===== config.mk =====
export PLATFORM = sky130hd
export DESIGN_NAME = fmfc_ctrl
export DESIGN_NICKNAME = d
export VERILOG_FILES = /design/src/pkg/fmfc_pkg.sv /design/src/pkg/fmfc_evt_if.sv /design/src/hdl/fmfc_base_lut.sv /design/src/hdl/fmfc_ctrl.sv /design/src/hdl/fmfc_fault.sv
export SDC_FILE = /design/constraint.sdc
export NUM_CORES = 1
export LEC_CHECK = 0
export BUFFER_PORTS_ARGS = -buffer_cell sky130_fd_sc_hd__buf_2
export CORE_UTILIZATION = 40
export CTS_CLUSTER_DIAMETER = 50
export DETAILED_ROUTE_END_ITERATION = 6
export GPL_TIMING_DRIVEN = 0
export HOLD_SLACK_MARGIN = 0.02
export PLACE_DENSITY = 0.65
export SYNTH_ARGS = -nofsm -noshare
export SYNTH_HDL_FRONTEND = slang
export SYNTH_SLANG_ARGS = --single-unit

===== constraint.sdc =====
create_clock -name clk -period 5.8 [get_ports clk]
set_input_delay 0.29 -clock clk [delete_from_list [all_inputs] [get_ports clk]]
set_output_delay 0.29 -clock clk [all_outputs]
set_load 0.01 [all_outputs]

===== src/pkg/fmfc_pkg.sv =====
// Constants, timing counts and enumerations of the flyback mode and fault controller
package fmfc_pkg;
    localparam int CLK_MHZ      = 250;
    localparam int CNT_W        = 16;
    localparam int LVL_W        = 8;
    localparam int BASE_W       = 5;
    // Longest transformer reset wait and on-time cap, in microseconds
    localparam int RESET_MAX_US = 75;
    localparam int TON_MAX_US   = 15;
    localparam int RESET_MAX_CYC = RESET_MAX_US * CLK_MHZ;
    localparam int TON_MAX_CYC   = TON_MAX_US * CLK_MHZ;
    // Mode thresholds on the load level
    localparam logic [LVL_W-1:0] PWM_LOAD_THR  = 8'h20;
    localparam logic [LVL_W-1:0] DEEP_PULSE_FREQUENCY_MODE_LOAD_THR = 8'h08;
    // Cycle shaping defaults
    localparam logic [CNT_W-1:0] TON_STEP      = 16'h0010;
    localparam logic [CNT_W-1:0] PFM_TON_CYC   = 16'h0200;
    localparam logic [CNT_W-1:0] OFF_STEP      = 16'h0200;
    localparam int               PWM_PERIOD_DEF = 8000;
    localparam int               DEEP_PULSE_FREQUENCY_MODE_OFF_DEF   = 60000;
    localparam logic [CNT_W-1:0] SS_INIT_CYC   = 16'h0040;
    localparam logic [CNT_W-1:0] SS_STEP_CYC   = 16'h0020;
    localparam int               OC_LIMIT_DEF  = 4;
    // Base drive command in mA
    localparam logic [BASE_W-1:0] BASE_MIN_MA  = 5'h0a;
    localparam logic [BASE_W-1:0] BASE_STEP_MA = 5'h03;
    localparam int                BASE_BP_N    = 7;

    typedef enum logic [1:0] {MODE_IDLE, MODE_PWM, MODE_PFM, MODE_DEEP_PULSE_FREQUENCY_MODE} fmfc_mode_type;
    typedef enum logic [2:0] {PH_IDLE, PH_ON, PH_RESET, PH_WAIT, PH_VALLEY} fmfc_phase_type;
    typedef enum logic [2:0] {
        CAUSE_NONE, CAUSE_RESET_TO, CAUSE_OVP, CAUSE_TON_MAX,
        CAUSE_OC, CAUSE_SHORT, CAUSE_AUX
    } fmfc_cause_type;
endpackage


===== src/pkg/fmfc_evt_if.sv =====
// Event carrier between the switching sequencer and the fault supervisor
`timescale 1ns/1ps
interface fmfc_evt_if;
    import fmfc_pkg::*;
    logic           clear;
    logic           cycle_end;
    logic           cycle_oc;
    logic           ev_reset_to;
    logic           ev_ovp;
    logic           ev_ton_max;
    logic           ev_short;
    logic           ev_aux;
    logic           shut;
    fmfc_cause_type cause;
    modport ctrl (output clear, cycle_end, cycle_oc, ev_reset_to, ev_ovp, ev_ton_max,
                  ev_short, ev_aux, input shut, cause);
    modport mon  (input clear, cycle_end, cycle_oc, ev_reset_to, ev_ovp, ev_ton_max,
                  ev_short, ev_aux, output shut, cause);
endinterface


===== src/hdl/fmfc_base_lut.sv =====
// Monotonic map from peak current level to base drive current command
`timescale 1ns/1ps
module fmfc_base_lut #(
    parameter logic [fmfc_pkg::LVL_W-1:0] BP [fmfc_pkg::BASE_BP_N] =
        '{8'h10, 8'h30, 8'h50, 8'h70, 8'h90, 8'hb0, 8'hd0}
) (
    // Level in, command out
    input  wire logic [fmfc_pkg::LVL_W-1:0]  level,
    output      logic [fmfc_pkg::BASE_W-1:0] cmd_ma
);
    import fmfc_pkg::*;

    function automatic logic [BASE_W-1:0] steps_of(input logic [LVL_W-1:0] lv);
        logic [BASE_W-1:0] n;
        n = '0;
        for (int i = 0; i < BASE_BP_N; i++)
            if (lv >= BP[i])
                n = n + 5'h01;
        return n;
    endfunction

    wire logic [BASE_W-1:0] n_steps = steps_of(level);

    // 10 mA plus 3 mA per breakpoint passed
    assign cmd_ma = BASE_MIN_MA + BASE_W'(n_steps * BASE_STEP_MA);
endmodule


===== src/hdl/fmfc_ctrl.sv =====
// Switching sequencer of the flyback controller: modes, valley turn-on, protection
//
// Notes on behaviour
// - Heavy load: PWM, fixed period, on-time varies
// - Lighter load: PFM, fixed on-time, longer off
// - Lightest load: deep PFM, very long off
// - Every turn-on except the first one from idle waits for a resonant valley
// - Off-time extends until auxiliary falling edge
// - Reset wait reaching 75 us is fault
// - Overvoltage at sampling point is fault
// - On-time capped 15 us; reaching it faults
// - Below lockout, switching stops immediately
// - After fault stay biased, retry after lockout
// - Above 1.1 V sense, cut drive this cycle
// - Next cycle issues a fresh pulse again
// - Several consecutive overcurrent cycles cause shutdown
// - Shorted sense resistor after startup is fault
// - Base current command spans 10 to 31 mA
// - Start threshold enables logic, soft start ramps
// - No auxiliary voltage means winding fault, shutdown
`timescale 1ns/1ps
module fmfc_ctrl #(
    parameter int RESET_MAX_CYC  = fmfc_pkg::RESET_MAX_CYC,
    parameter int DEEP_PULSE_FREQUENCY_MODE_OFF_CYC   = fmfc_pkg::DEEP_PULSE_FREQUENCY_MODE_OFF_DEF,
    parameter int PWM_PERIOD_CYC = fmfc_pkg::PWM_PERIOD_DEF,
    parameter int OC_LIMIT       = fmfc_pkg::OC_LIMIT_DEF
) (
    // Clock, reset, freeze
    input  wire logic                          clk,
    input  wire logic                          resetn,
    input  wire logic                          ce,
    // Supply comparators
    input  wire logic                          supply_ok,
    input  wire logic                          supply_start,
    // Regulation and sense comparators
    input  wire logic [fmfc_pkg::LVL_W-1:0]    load_level,
    input  wire logic [fmfc_pkg::LVL_W-1:0]    peak_current_level,
    input  wire logic                          aux_fall,
    input  wire logic                          aux_present,
    input  wire logic                          aux_ovp,
    input  wire logic                          valley,
    input  wire logic                          isense_oc,
    input  wire logic                          sense_short,
    // Driver commands
    output      logic                          drive_on,
    output      logic [fmfc_pkg::BASE_W-1:0]   base_current_ma,
    // Status
    output      logic                          enable,
    output      logic                          soft_start,
    output      fmfc_pkg::fmfc_mode_type       mode,
    output      logic                          overcurrent,
    output      logic                          shutdown,
    output      fmfc_pkg::fmfc_cause_type      fault_cause
);
    import fmfc_pkg::*;

    localparam logic [CNT_W-1:0] RESET_MAX  = CNT_W'(RESET_MAX_CYC);
    localparam logic [CNT_W-1:0] TON_MAX    = CNT_W'(TON_MAX_CYC);
    localparam logic [CNT_W-1:0] DEEP_PULSE_FREQUENCY_MODE_OFF   = CNT_W'(DEEP_PULSE_FREQUENCY_MODE_OFF_CYC);
    localparam logic [CNT_W-1:0] PWM_PERIOD = CNT_W'(PWM_PERIOD_CYC);

    // Count reaches its limit at the end of this cycle
    function automatic logic reached(
        input logic [CNT_W-1:0] cnt,
        input logic [CNT_W-1:0] lim
    );
        return (cnt + 16'h0001) >= lim;
    endfunction

    fmfc_evt_if evt ();

    fmfc_phase_type         phase_reg;
    fmfc_phase_type         phase_next;
    logic [CNT_W-1:0]       cnt_reg;
    logic [CNT_W-1:0]       ss_reg;
    logic                   oc_cycle_reg;
    logic                   enable_reg;
    logic                   drive_reg;
    logic                   ss_active_reg;
    fmfc_mode_type          mode_reg;
    logic [BASE_W-1:0]      base_reg;
    logic                   oc_flag_reg;
    logic                   shut_reg;
    fmfc_cause_type         cause_reg;
    logic [BASE_W-1:0]      lut_ma;

    fmfc_fault #(
        .OC_LIMIT (OC_LIMIT)
    ) u_fault (
        .clk    (clk),
        .resetn (resetn),
        .ce     (ce),
        .evt    (evt)
    );

    fmfc_base_lut u_lut (
        .level  (peak_current_level),
        .cmd_ma (lut_ma)
    );

    // Load decides the modulation mode
    wire logic is_pwm  = load_level >= PWM_LOAD_THR;
    wire logic is_deep_pulse_frequency_mode = load_level < DEEP_PULSE_FREQUENCY_MODE_LOAD_THR;
    wire fmfc_mode_type mode_sel = is_pwm ? MODE_PWM : (is_deep_pulse_frequency_mode ? MODE_DEEP_PULSE_FREQUENCY_MODE : MODE_PFM);

    wire logic [CNT_W-1:0] ton_pwm = CNT_W'(load_level) * TON_STEP;
    // fixed on-time in PFM and deep PFM
    wire logic [CNT_W-1:0] ton_dem = is_pwm ? ton_pwm : PFM_TON_CYC;
    wire logic [CNT_W-1:0] ton_tgt = (ton_dem < ss_reg) ? ton_dem : ss_reg;

    // PWM off-time keeps the period near constant; PFM off-time grows as load falls
    wire logic [CNT_W-1:0] off_pwm = (PWM_PERIOD > ton_tgt) ? PWM_PERIOD - ton_tgt : 16'h0001;
    wire logic [CNT_W-1:0] off_pfm = (PWM_PERIOD - PFM_TON_CYC)
                                   + CNT_W'(PWM_LOAD_THR - load_level) * OFF_STEP;
    // very long off-time at lightest load
    wire logic [CNT_W-1:0] off_tgt = is_pwm ? off_pwm : (is_deep_pulse_frequency_mode ? DEEP_PULSE_FREQUENCY_MODE_OFF : off_pfm);

    wire logic [CNT_W-1:0] cnt_inc = cnt_reg + 16'h0001;
    wire logic run      = enable_reg & ~evt.shut;
    wire logic in_on    = phase_reg == PH_ON;
    wire logic in_rst   = phase_reg == PH_RESET;
    wire logic in_wait  = phase_reg == PH_WAIT;
    wire logic in_valley = phase_reg == PH_VALLEY;
    wire logic rst_first = in_rst && cnt_reg == 16'h0000;

    // current limit ends the pulse now
    wire logic oc_cut   = in_on & isense_oc;
    wire logic ton_cap  = in_on & ~isense_oc & reached(cnt_reg, TON_MAX);
    wire logic ton_done = in_on & reached(cnt_reg, ton_tgt);
    wire logic rst_done = in_rst & aux_fall;
    wire logic rst_to   = in_rst & ~aux_fall & reached(cnt_reg, RESET_MAX);
    wire logic wait_done = in_wait & reached(cnt_reg, off_tgt);
    wire logic turn_on  = in_valley & valley;

    always_comb
    begin
        phase_next = phase_reg;
        case (phase_reg)
            PH_IDLE:
                if (run)
                    phase_next = PH_ON;

            PH_ON:
                if (oc_cut || ton_done)
                    phase_next = PH_RESET;

            PH_RESET:
                if (rst_done)
                    phase_next = PH_WAIT;

            PH_WAIT:
                if (wait_done)
                    phase_next = PH_VALLEY;

            PH_VALLEY:
                if (turn_on)
                    phase_next = PH_ON;

            default:
                phase_next = PH_IDLE;
        endcase
        // lockout or latched fault stops switching
        if (!run || !supply_ok)
            phase_next = PH_IDLE;
    end

    // Events to the supervisor
    assign evt.clear       = ~supply_ok;
    // every valley turn-on is a fresh pulse
    assign evt.cycle_end   = run & turn_on;
    assign evt.cycle_oc    = oc_cycle_reg;
    assign evt.ev_reset_to = run & rst_to;
    assign evt.ev_ovp      = run & rst_done & aux_ovp;
    assign evt.ev_ton_max  = run & ton_cap;
    assign evt.ev_short    = run & sense_short;
    // no auxiliary voltage after a pulse
    assign evt.ev_aux      = run & rst_first & ~aux_present;

    // Phase and its cycle count
    always_ff @(posedge clk or negedge resetn)
    begin
        if (!resetn)
        begin
            phase_reg <= PH_IDLE;
            cnt_reg   <= 16'h0000;
        end
        else if (ce)
        begin
            phase_reg <= phase_next;
            cnt_reg   <= (phase_next != phase_reg) ? 16'h0000 : cnt_inc;
        end
    end

    // remember overcurrent until the cycle ends
    always_ff @(posedge clk or negedge resetn)
    begin
        if (!resetn)
            oc_cycle_reg <= 1'b0;
        else if (ce)
        begin
            if (phase_next == PH_IDLE || turn_on)
                oc_cycle_reg <= 1'b0;
            else if (oc_cut)
                oc_cycle_reg <= 1'b1;
        end
    end

    always_ff @(posedge clk or negedge resetn)
    begin
        if (!resetn)
            enable_reg <= 1'b0;
        else if (ce)
        begin
            if (!supply_ok)
                enable_reg <= 1'b0;
            else if (supply_start)
                enable_reg <= 1'b1;
        end
    end

    // soft start widens pulses up to the cap
    always_ff @(posedge clk or negedge resetn)
    begin
        if (!resetn)
        begin
            ss_reg        <= SS_INIT_CYC;
            ss_active_reg <= 1'b0;
        end
        else if (ce)
        begin
            if (!supply_ok)
            begin
                ss_reg        <= SS_INIT_CYC;
                ss_active_reg <= 1'b0;
            end
            else if (supply_start && !enable_reg)
                ss_active_reg <= 1'b1;
            else if (turn_on && ss_active_reg)
            begin
                if (ss_reg >= TON_MAX - SS_STEP_CYC)
                begin
                    ss_reg        <= TON_MAX;
                    ss_active_reg <= 1'b0;
                end
                else
                    ss_reg <= ss_reg + SS_STEP_CYC;
            end
        end
    end

    // drive high only through the on phase
    always_ff @(posedge clk or negedge resetn)
    begin
        if (!resetn)
        begin
            drive_reg   <= 1'b0;
            oc_flag_reg <= 1'b0;
        end
        else if (ce)
        begin
            drive_reg   <= phase_next == PH_ON;
            oc_flag_reg <= oc_cut;
        end
    end

    // Registered status and base command
    always_ff @(posedge clk or negedge resetn)
    begin
        if (!resetn)
        begin
            mode_reg  <= MODE_IDLE;
            base_reg  <= BASE_MIN_MA;
            shut_reg  <= 1'b0;
            cause_reg <= CAUSE_NONE;
        end
        else if (ce)
        begin
            mode_reg  <= run ? mode_sel : MODE_IDLE;
            base_reg  <= lut_ma;
            shut_reg  <= evt.shut;
            cause_reg <= evt.cause;
        end
    end

    assign drive_on        = drive_reg;
    assign base_current_ma = base_reg;
    assign enable          = enable_reg;
    assign soft_start      = ss_active_reg;
    assign mode            = mode_reg;
    assign overcurrent     = oc_flag_reg;
    assign shutdown        = shut_reg;
    assign fault_cause     = cause_reg;
endmodule


===== src/hdl/fmfc_fault.sv =====
// Fault supervisor: consecutive overcurrent count and latched shutdown
`timescale 1ns/1ps
module fmfc_fault #(
    parameter int OC_LIMIT = fmfc_pkg::OC_LIMIT_DEF
) (
    // Clock and reset
    input  wire logic clk,
    input  wire logic resetn,
    input  wire logic ce,
    // Events
    fmfc_evt_if.mon   evt
);
    import fmfc_pkg::*;

    logic [7:0]     oc_cnt_reg;
    logic           shut_reg;
    fmfc_cause_type cause_reg;

    wire logic [7:0] oc_cnt_inc = oc_cnt_reg + 8'h01;
    wire logic oc_trip = evt.cycle_end & evt.cycle_oc & (int'(oc_cnt_inc) >= OC_LIMIT);
    wire logic any_ev  = evt.ev_reset_to | evt.ev_ovp | evt.ev_ton_max | evt.ev_short
                       | evt.ev_aux | oc_trip;
    wire fmfc_cause_type cause_next =
        evt.ev_short    ? CAUSE_SHORT    :
        evt.ev_ovp      ? CAUSE_OVP      :
        evt.ev_ton_max  ? CAUSE_TON_MAX  :
        evt.ev_reset_to ? CAUSE_RESET_TO :
        evt.ev_aux      ? CAUSE_AUX      : CAUSE_OC;

    always_ff @(posedge clk or negedge resetn)
    begin
        if (!resetn)
        begin
            oc_cnt_reg <= 8'h00;
            shut_reg   <= 1'b0;
            cause_reg  <= CAUSE_NONE;
        end
        else if (ce)
        begin
            // lockout clears the latch for a new attempt
            if (evt.clear)
            begin
                oc_cnt_reg <= 8'h00;
                shut_reg   <= 1'b0;
                cause_reg  <= CAUSE_NONE;
            end
            else
            begin
                if (evt.cycle_end)
                    oc_cnt_reg <= evt.cycle_oc ? oc_cnt_inc : 8'h00;
                if (any_ev && !shut_reg)
                begin
                    shut_reg  <= 1'b1;
                    cause_reg <= cause_next;
                end
            end
        end
    end

    assign evt.shut  = shut_reg;
    assign evt.cause = cause_reg;
endmodule


==> results.tsv, run 1 <==
stage	metric	value	unit
run_status	status	complete, no violations	
logic_synthesis	ys_top_cells_by_area	dfrtp_1 (24%), ha_1 (13%), nand2_1 (4.3%)	
logic_synthesis	syn_inst	730	
grt	overflow	0	
worst_setup_path	r2r_end	cnt_reg[8]	
logic_synthesis	synth-edff-count	0	
worst_hold_path	hold_path_class	input port to async pin	
placed_design	dp_hpwl	11700	microns
floorplanning	rows	43	
cells_and_area	drive_gt1_share	13.5	%
worst_setup_path	crit_top_cell	ha_1	
clocking	holdBufCountCts	0	
worst_setup_path	cp.arrival	5.67	ns
worst_setup_path	cp-start-kind	input port	
sta	setup_viol	0	
sta	rsz0062_at_grt	no	
logic_synthesis	synth_top_area_share	23.9	%
run	maxCapViolCount	0	
logic_synthesis	avgSynthCellArea	8.04	sq um
routing	drtAntennaViolNets	0	
logic_synthesis	ys_warn_count	0	
clocking	cts_root_buf	clkbuf_16	
floorplanning	die_width	123	microns
worst_setup_path	worstPathRequired	5.99	ns
clocking	cts_buffer_depth	2	
cells_and_area	finalInstanceArea	6710	sq um
logic_synthesis	synth-seq-area-share	25.2	%
worst_setup_path	cpPeakStageDelay	0.49	ns
grt	grt_max_degree	60	
grt	track_usage	21.4	%
logic_synthesis	synth.most_common_cell	nand2_1	
clocking	clock_sinks	59	
cells_and_area	postLayoutCoreUtil	47.6	%
routing	dr_total_vias	5694	
cells_and_area	area_growth	14.4	%
routing	first_pass_iters	5	
clocking	clkLatencyLatePin	0.33	ns
worst_setup_path	slowest_stage	or3b_2	
worst_setup_path	endpoint	cnt_reg[11]	
grt	grt_pass1_vias	5214	
worst_setup_path	crit_start	load_level[6]	
cells_and_area	final_nets	877	
cells_and_area	fillers	1438	
routing	via_per_inst	5.85	
sta	fmaxAchievable	182	MHz
cells_and_area	largest_reg_flops	16	
sta	period_minus_slack	5.49	ns
cells_and_area	antenna_cells	0	
sta	max_slew.worst_pin.slew	0.867	ns
routing	first_iter_violations	435	
floorplanning	die_h	123	microns
floorplanning	dieArea	15200	sq um
clocking	cts_buffers	9	
clocking	clk_pin_slew_worst_paths	0.05	ns
power_and_ir_drop	p_leak	3.00	nW
floorplanning	ios	42	
clocking	cts_max_level	3	
worst_setup_path	crit_fanout	10	
sta	hold_viol_final	0	
logic_synthesis	syn_area	5870	sq um
logic_synthesis	synth_common_cells	nand2_1 (67), ha_1 (60), nor2_1 (58)	
sta	maxSlewHeadroom	41.7	%
sta	fin_hold_ws	0.0214	ns
logic_synthesis	synth_top_cell_by_area	dfrtp_1	
worst_setup_path	r2r_setup_slack	0.48	ns
sta	slew_viol_final	0	
worst_setup_path	rr_startpoint	ss_reg[7]	
sta	finalCritPeriodShare	94.6	%
logic_synthesis	synthArstFlopShare	100	%
grt	grt_antenna_before_repair	0	
sta	skew	0.00952	ns
routing	detail_route.wl_per_cell	15.9	microns
cells_and_area	multi_input_area	4100	sq um
placed_design	io_buffers	35	
worst_setup_path	crit_path_end_kind	flop	
logic_synthesis	ys_ff_latch	59	
cells_and_area	seqCellArea	1480	sq um
clocking	cts_tree	done	
worst_setup_path	rr_worst_depth	24	
routing	wl	15500	microns
floorplanning	initial_core_util	41.6	%
placed_design	place_area	6300	sq um
logic_synthesis	ys.flop_type	dfrtp_1	
floorplanning	core	14100	sq um
power_and_ir_drop	pwr_density_cell	292	nW/um^2
logic_synthesis	synth_cell_type_count	77	
routing	drc	0	
worst_setup_path	worst-setup-path-type	input port to flop	
power_and_ir_drop	ir_drop	0.218	mV
placed_design	routabilityCongestion	0.875	
grt	grt_pass1_wl	25700	microns
-- logic make-up after synthesis --
| kind of cell | count (synthesis) | synth area share (%) |
|---|---|---|
| mux | 19 | 3.52 |
| flops | 59 | 25.2 |
| simple gates | 244 | 20.6 |
| xor+xnor | 33 | 5.29 |
| compound gates | 221 | 25.9 |
| fa+ha+maj | 61 | 13.1 |
| other cells | 2 | 0.128 |
| buf+inv | 91 | 6.27 |
-- routing by layer --
metal,global-route usage [%],wire (microns),vias to the layer above
met5,0,0,-
met4,5.72,118,0
met3,2.72,772,8
met2,33.7,7080,176
met1,30.8,7520,2708
li1,-,-,2802
-- worst max-delay path: cells and delay by family --
kind                     cells  cell delay [ns]
AO/OA/AOI/OAI               10             1.80
AND/OR/NAND/NOR              6             1.73
buffers and inverters        6             1.03
adder cells (fa/ha/maj)      3             0.80
-- where the power goes --
group | switching (mW) | leakage, nW | internal (mW)
Sequential | 0.0551 | 0.764 | 0.482
Combinational | 0.496 | 2.08 | 0.363
Clock | 0.185 | 0.154 | 0.383
-- layout make-up --
type | count | area share, %
Multi-Input combinational cell | 588 | 61.0
Sequential cell | 59 | 22.1
Clock buffer | 10 | 3.56
Tap cell | 180 | 3.36
Timing Repair Buffer | 41 | 3.32
Inverter | 50 | 2.80
Buffer | 40 | 2.76
Clock inverter | 5 | 1.16
-- worst min-delay path by stage --
stage                         startpoint                   end  slack [ns]  depth (start not counted)
finish                            resetn             ss_reg[7]        0.02                          1
global route                      resetn            ss_reg[10]        0.09                          1
CTS                         supply_start                enable        0.22                          3
detailed placement  u_fault.evt.cause[0]  u_fault.evt.cause[0]        0.48                          1
global placement             overcurrent           overcurrent        0.47                          1
floorplan                         resetn    base_current_ma[0]      -0.006                          0
-- placed cells by master (no fill, tap or decap), types with 4 or more instances in the layout --
cell	instances
nand2_1	67
ha_1	60
nor2_1	57
dfrtp_1	56
inv_1	50
o21ai_0	50
a21oi_1	43
buf_2	42
nand3_1	23
clkbuf_1	22
xnor2_1	18
nor3_1	15
nand4_1	14
mux2_2	13
xor2_1	13
a21o_1	13
o31ai_1	13
a211oi_1	12
and2_1	10
o22ai_1	10
conb_1	10
buf_4	9
a31oi_1	9
nand2b_1	9
clkbuf_16	9
o211ai_1	8
nor4_1	8
or3_1	8
nor2b_1	8
o2bb2ai_1	8
and3_1	6
mux2i_1	6
and4_1	5
a221o_1	5
a211o_1	4
-- stage by stage --
stage | std cells | power [mW] | setup WS (ns) | setup TNS, ns
after detailed placement | 953 | 1.37 | -0.670 | -7.89
after global placement | 953 | 1.36 | -0.636 | -7.24
after global routing | 973 | 2.11 | 0.00315 | 0
final | 973 | 1.96 | 0.314 | 0
after floorplan | 738 | 1.15 | 0.486 | 0
after CTS | 968 | 1.95 | 0.0663 | 0
-- what timing repair did --
action | in CTS | in global routing
endpoints found under the setup margin | 10 | 19
pin swaps | 0 | 3
buffers inserted | 0 | 6
gates cloned | 0 | 0
gates resized for setup | 3 | 13
(Power assumes the default switching activity.)
==> run 2: changes to the inputs <==
- REMOVE_ABC_BUFFERS: not set -> 1
==> results.tsv, run 2 (same netlist as run 1, synthesis figures left out) <==
stage	metric	value	unit
run_status	status	complete, no violations	
worst_setup_path	cpPeakStageDelay	0.47	ns
power_and_ir_drop	pwr_density_cell	292	nW/um^2
clocking	clkLatencyLatePin	0.34	ns
worst_setup_path	worstPathRequired	6.04	ns
routing	wl	14700	microns
sta	setup_viol	0	
worst_setup_path	path_cells	buf_2 -> or3_4 -> and2_1 -> ha_1 -> a211oi_1 -> o211ai_1 -> a22o_2 -> and2_1 -> inv_1 -> ha_1 -> inv_1 -> a221oi_2 -> o21ai_2 -> nor3b_1 -> mux2_2 -> ha_1 -> a21o_1 -> a21o_1 -> a21o_1 -> a2111oi_2 -> a31oi_2 -> buf_4 -> a221o_1 -> o21ai_0	
clocking	clock_sinks	59	
placed_design	dp.cells	914	
routing	drtAntennaViolNets	0	
cells_and_area	largest_reg_flops	16	
worst_setup_path	crit_fanout	12	
grt	grt_pass1_vias	5204	
power_and_ir_drop	finalPower	1.90	mW
power_and_ir_drop	p_leak	2.89	nW
placed_design	dp_hpwl	11100	microns
power_and_ir_drop	p_int	1.16	mW
run	maxCapViolCount	0	
worst_setup_path	cp-start-kind	input port	
floorplanning	initial_core_util	41.6	%
floorplanning	die_h	123	microns
routing	detail_route.wl_per_cell	15.8	microns
worst_setup_path	path_buf_inv	4	
sta	fmaxAchievable	183	MHz
placed_design	io_buffers	37	
grt	track_usage	20.6	%
cells_and_area	mostFrequentLayoutCell	nand2_1	
grt	grt_pass1_wl	24800	microns
sta	period_minus_slack	5.45	ns
clocking	cts_tree	done	
sta	maxSlewHeadroom	39.9	%
grt	grt_max_degree	60	
cells_and_area	fillers	1385	
power_and_ir_drop	combPwrFrac	41.1	%
cells_and_area	area_growth	10.6	%
worst_setup_path	slowest_stage	or3_4	
floorplanning	dieArea	15200	sq um
cells_and_area	finalInstanceArea	6490	sq um
clocking	cts_root_buf	clkbuf_16	
sta	skew	0.0100	ns
cells_and_area	drive_gt1_share	12.2	%
sta	hold_viol_final	0	
power_and_ir_drop	ir_drop	0.198	mV
sta	finalCritPeriodShare	94.0	%
grt	grt_antenna_before_repair	0	
floorplanning	die_width	123	microns
power_and_ir_drop	clkPwrFrac	28.3	%
power_and_ir_drop	sw_frac_of_total	38.6	%
power_and_ir_drop	switchingPower	732	uW
routing	dr_total_vias	5520	
cells_and_area	fin_cells	932	
clocking	cts_buffer_depth	2	
worst_setup_path	worst-setup-path-type	input port to flop	
clocking	cts_max_level	3	
sta	slew_viol_final	0	
worst_hold_path	hold_path_class	input port to async pin	
floorplanning	rows	43	
placed_design	routabilityCongestion	0.887	
power_and_ir_drop	p_seq_share	30.5	%
cells_and_area	antenna_cells	0	
clocking	holdBufCountCts	0	
worst_setup_path	crit_path_end_kind	flop	
floorplanning	core	14100	sq um
worst_setup_path	cp.arrival	5.69	ns
routing	drc	0	
sta	max_slew.worst_pin.slew	0.901	ns
routing	first_pass_iters	6	
routing	first_iter_violations	318	
grt	overflow	0	
placed_design	place_area	6130	sq um
worst_setup_path	cp_top_family	compound AO/OA/AOI/OAI gates	
floorplanning	ios	42	
clocking	cts_buffers	9	
routing	via_per_inst	5.92	
cells_and_area	final_nets	835	
sta	rsz0062_at_grt	no	
cells_and_area	layout_common_cells	nand2_1 (67), ha_1 (60), nor2_1 (58)	
clocking	clk_pin_slew_worst_paths	0.05	ns
run 2: cell type report:
type	instances	area [sq um]	share of cell area [%]
clock buffer	10	239	3.68
clock inverter	6	65.1	1.00
sequential	59	1480	22.8
inverter	50	188	2.89
multi-input combinational	588	4090	63.0
tap	180	225	3.47
timing repair buffer	39	203	3.12
run 2: power by group through the flow:
stage	clock network [mW]	registers (mW)	logic (mW)
after floorplan	0	0.568	0.551
after global placement	0	0.579	0.737
after detailed placement	0	0.582	0.764
after CTS	0.551	0.576	0.775
after global routing	0.565	0.591	0.886
final	0.537	0.579	0.780
run 2: worst paths after layout:
path                                from  depth (start not counted)           to  slack (ns)
max                        load_level[6]                         24   cnt_reg[9]        0.35
min reg2reg                  overcurrent                          1  overcurrent        0.48
max reg2reg                    ss_reg[7]                         22   cnt_reg[9]        0.52
min                               resetn                          1   ss_reg[13]        0.01
min in group clk            supply_start                          3       enable        0.22
max in group asynchronous         resetn                          1   cnt_reg[8]        5.28
run 2: timing repair:
action	CTS	global route
setup endpoints to repair	17	19
setup buffers	1	1
gates resized for setup	4	5
hold endpoints to repair	0	0
run 2: routing by layer:
layer / wire length (microns) / track usage [%]
met1: 6830 / 26.6
met2: 6980 / 34.3
met3: 620 / 3.83
met4: 293 / 7.61
met5: 0 / 0
run 2: worst reg2reg max path: cells and delay by family (launching register included):
family                   cells  cell delay [ns]
AO/OA/AOI/OAI               12             2.71
adder cells (fa/ha/maj)      3             0.73
buffers and inverters        4             0.55
flip-flops                   1             0.48
AND/OR/NAND/NOR              2             0.41
multiplexers                 1             0.30
run 2: metrics by stage:
| step | setup WS [ns] | util, % | hold WS [ns] | TNS [ns] |
|---|---|---|---|---|
| floorplan | 0.553 | - | -0.00559 | 0 |
| global placement | -0.548 | 43.5 | 0.469 | -7.30 |
| detailed placement | -0.710 | 43.5 | 0.471 | -10.37 |
| CTS | 0.0283 | 45.8 | 0.209 | 0 |
| global route | 0.0629 | 46.0 | 0.0958 | 0 |
| finish | 0.350 | 46.0 | 0.0118 | 0 |
==> run 3: changes to the inputs <==
- MAX_ROUTING_LAYER: not set -> met4
==> results.tsv, run 3 (same netlist as run 1, synthesis figures left out) <==
stage	metric	value	unit
sta	skew	0.00765	ns
power_and_ir_drop	sw_frac_of_total	38.8	%
routing	drtAntennaViolNets	0	
sta	rsz0062_at_grt	no	
floorplanning	rows	43	
clocking	cts_tree	done	
sta	max_slew.worst_pin.slew	0.941	ns
placed_design	io_buffers	37	
clocking	cts_root_buf	clkbuf_16	
sta	fmaxAchievable	185	MHz
cells_and_area	mostFrequentLayoutCell	nand2_1	
worst_setup_path	crit_fanout	12	
grt	grt_antenna_before_repair	0	
grt	grt_max_degree	60	
power_and_ir_drop	pwr_density_cell	293	nW/um^2
grt	grt_pass1_wl	25300	microns
sta	hold_viol_final	0	
worst_setup_path	slowest_stage	or3_4	
worst_setup_path	crit_path_end_kind	flop	
power_and_ir_drop	p_int	1.16	mW
routing	drc	0	
clocking	cts_buffer_depth	2	
routing	dr_total_vias	5567	
floorplanning	die_width	123	microns
placed_design	place_area	6130	sq um
clocking	clock_sinks	59	
power_and_ir_drop	p_leak	2.88	nW
run_status	status	complete, no violations	
cells_and_area	postLayoutCoreUtil	46.0	%
cells_and_area	largest_reg_flops	16	
power_and_ir_drop	clkPwrFrac	28.2	%
clocking	cts_max_level	3	
routing	detail_route.wl_per_cell	16.0	microns
cells_and_area	drive_gt1_share	12.2	%
clocking	holdBufCountCts	0	
sta	period_minus_slack	5.41	ns
placed_design	routabilityCongestion	0.896	
placed_design	dp_hpwl	11100	microns
sta	maxSlewHeadroom	36.8	%
worst_setup_path	cp-start-kind	input port	
clocking	cts_buffers	9	
sta	slew_viol_final	0	
clocking	clkLatencyLatePin	0.33	ns
power_and_ir_drop	switchingPower	738	uW
sta	setup_viol	0	
routing	via_per_inst	5.97	
worst_setup_path	worstPathRequired	6.01	ns
cells_and_area	final_nets	835	
grt	grt_pass1_vias	5227	
worst_hold_path	hold_path_class	input port to async pin	
grt	track_usage	21.7	%
worst_setup_path	crit_top_cell	ha_1	
worst_setup_path	rr_worst_depth	21	
worst_setup_path	worst-setup-path-type	input port to flop	
floorplanning	initial_core_util	41.6	%
run	maxCapViolCount	0	
routing	wl	14900	microns
worst_setup_path	r2r_end	cnt_reg[2]	
floorplanning	dieArea	15200	sq um
cells_and_area	area_growth	10.6	%
placed_design	place_ws	-0.716	ns
sta	setup_ws	0.393	ns
floorplanning	core	14100	sq um
cells_and_area	layout_common_cells	nand2_1 (67), ha_1 (60), nor2_1 (58)	
cells_and_area	antenna_cells	0	
power_and_ir_drop	combPwrFrac	41.3	%
worst_setup_path	cp.arrival	5.62	ns
sta	finalCritPeriodShare	93.2	%
power_and_ir_drop	p_seq_share	30.5	%
floorplanning	die_h	123	microns
worst_setup_path	r2r_setup_slack	0.57	ns
worst_setup_path	cpPeakStageDelay	0.48	ns
floorplanning	ios	42	
worst_setup_path	rr_startpoint	ss_reg[7]	
grt	overflow	0	
routing	first_iter_violations	413	
routing	first_pass_iters	5	
clocking	clk_pin_slew_worst_paths	0.05	ns
power_and_ir_drop	ir_drop	0.176	mV
worst_setup_path	path_cells	buf_2 -> or3_4 -> and2_1 -> ha_1 -> a211oi_1 -> o211ai_1 -> a22o_2 -> and2_1 -> inv_1 -> ha_1 -> inv_1 -> a221oi_2 -> o21ai_2 -> nor2b_1 -> o31ai_1 -> ha_1 -> nand4_1 -> or2_2 -> a31oi_1 -> a2111oi_2 -> a31oi_2 -> a21oi_1 -> a221o_1	
power_and_ir_drop	finalPower	1.90	mW
cells_and_area	finalInstanceArea	6490	sq um
sta	fin_hold_ws	0.0231	ns
run 3: per-stage QoR:
step                      setup TNS, ns  std cells
after detailed placement         -10.14        914
after floorplan                       0        697
final                                 0        932
after CTS                             0        932
after global placement            -7.70        914
after global routing                  0        932
run 3: metal layers:
metal  up-vias  track usage [%]  share of wire, %
met5         -                -                 0
met1      2677             28.2                46
met2       141             34.3                47
met3        28             3.18               3.9
li1       2721                -                 -
met4         0             7.98               2.5
run 3: worst max path at each step:
stage / slack (ns) / from / end
after detailed placement: -0.72 / load_level[6] / cnt_reg[13]
after global routing: 0.03 / peak_current_level[4] / base_current_ma[4]
after global placement: -0.57 / load_level[6] / cnt_reg[13]
final: 0.39 / load_level[6] / cnt_reg[2]
after CTS: 0.07 / load_level[6] / cnt_reg[2]
after floorplan: 0.55 / load_level[6] / cnt_reg[13]
run 3: power groups by stage:
stage | Sequential [mW] | Combinational [mW] | Clock [mW]
final | 0.580 | 0.785 | 0.536
after CTS | 0.577 | 0.781 | 0.550
after floorplan | 0.568 | 0.551 | 0
after detailed placement | 0.582 | 0.767 | 0
after global routing | 0.593 | 0.897 | 0.573
after global placement | 0.578 | 0.738 | 0
run 3: timing repair:
item,in CTS,in global routing
resized for setup,4,6
setup endpoints to repair,16,19
buffers inserted,2,0
run 3: area by class of cell:
cell class / instances / area, sq um
clock inverter: 6 / 63.8
multi-input combinational: 588 / 4090
fill: 1378 / 7610
sequential: 59 / 1480
timing repair buffer: 39 / 203
inverter: 50 / 188
tap: 180 / 225
clock buffer: 10 / 239
run 3: critical path: cells and delay by family:
| family | cells | cell delay [ns] |
|---|---|---|
| AOI/OAI and AO/OA | 11 | 2.73 |
| and+or+nand+nor | 6 | 1.53 |
| adders and majority gates | 3 | 0.71 |
| buffers and inverters | 3 | 0.36 |
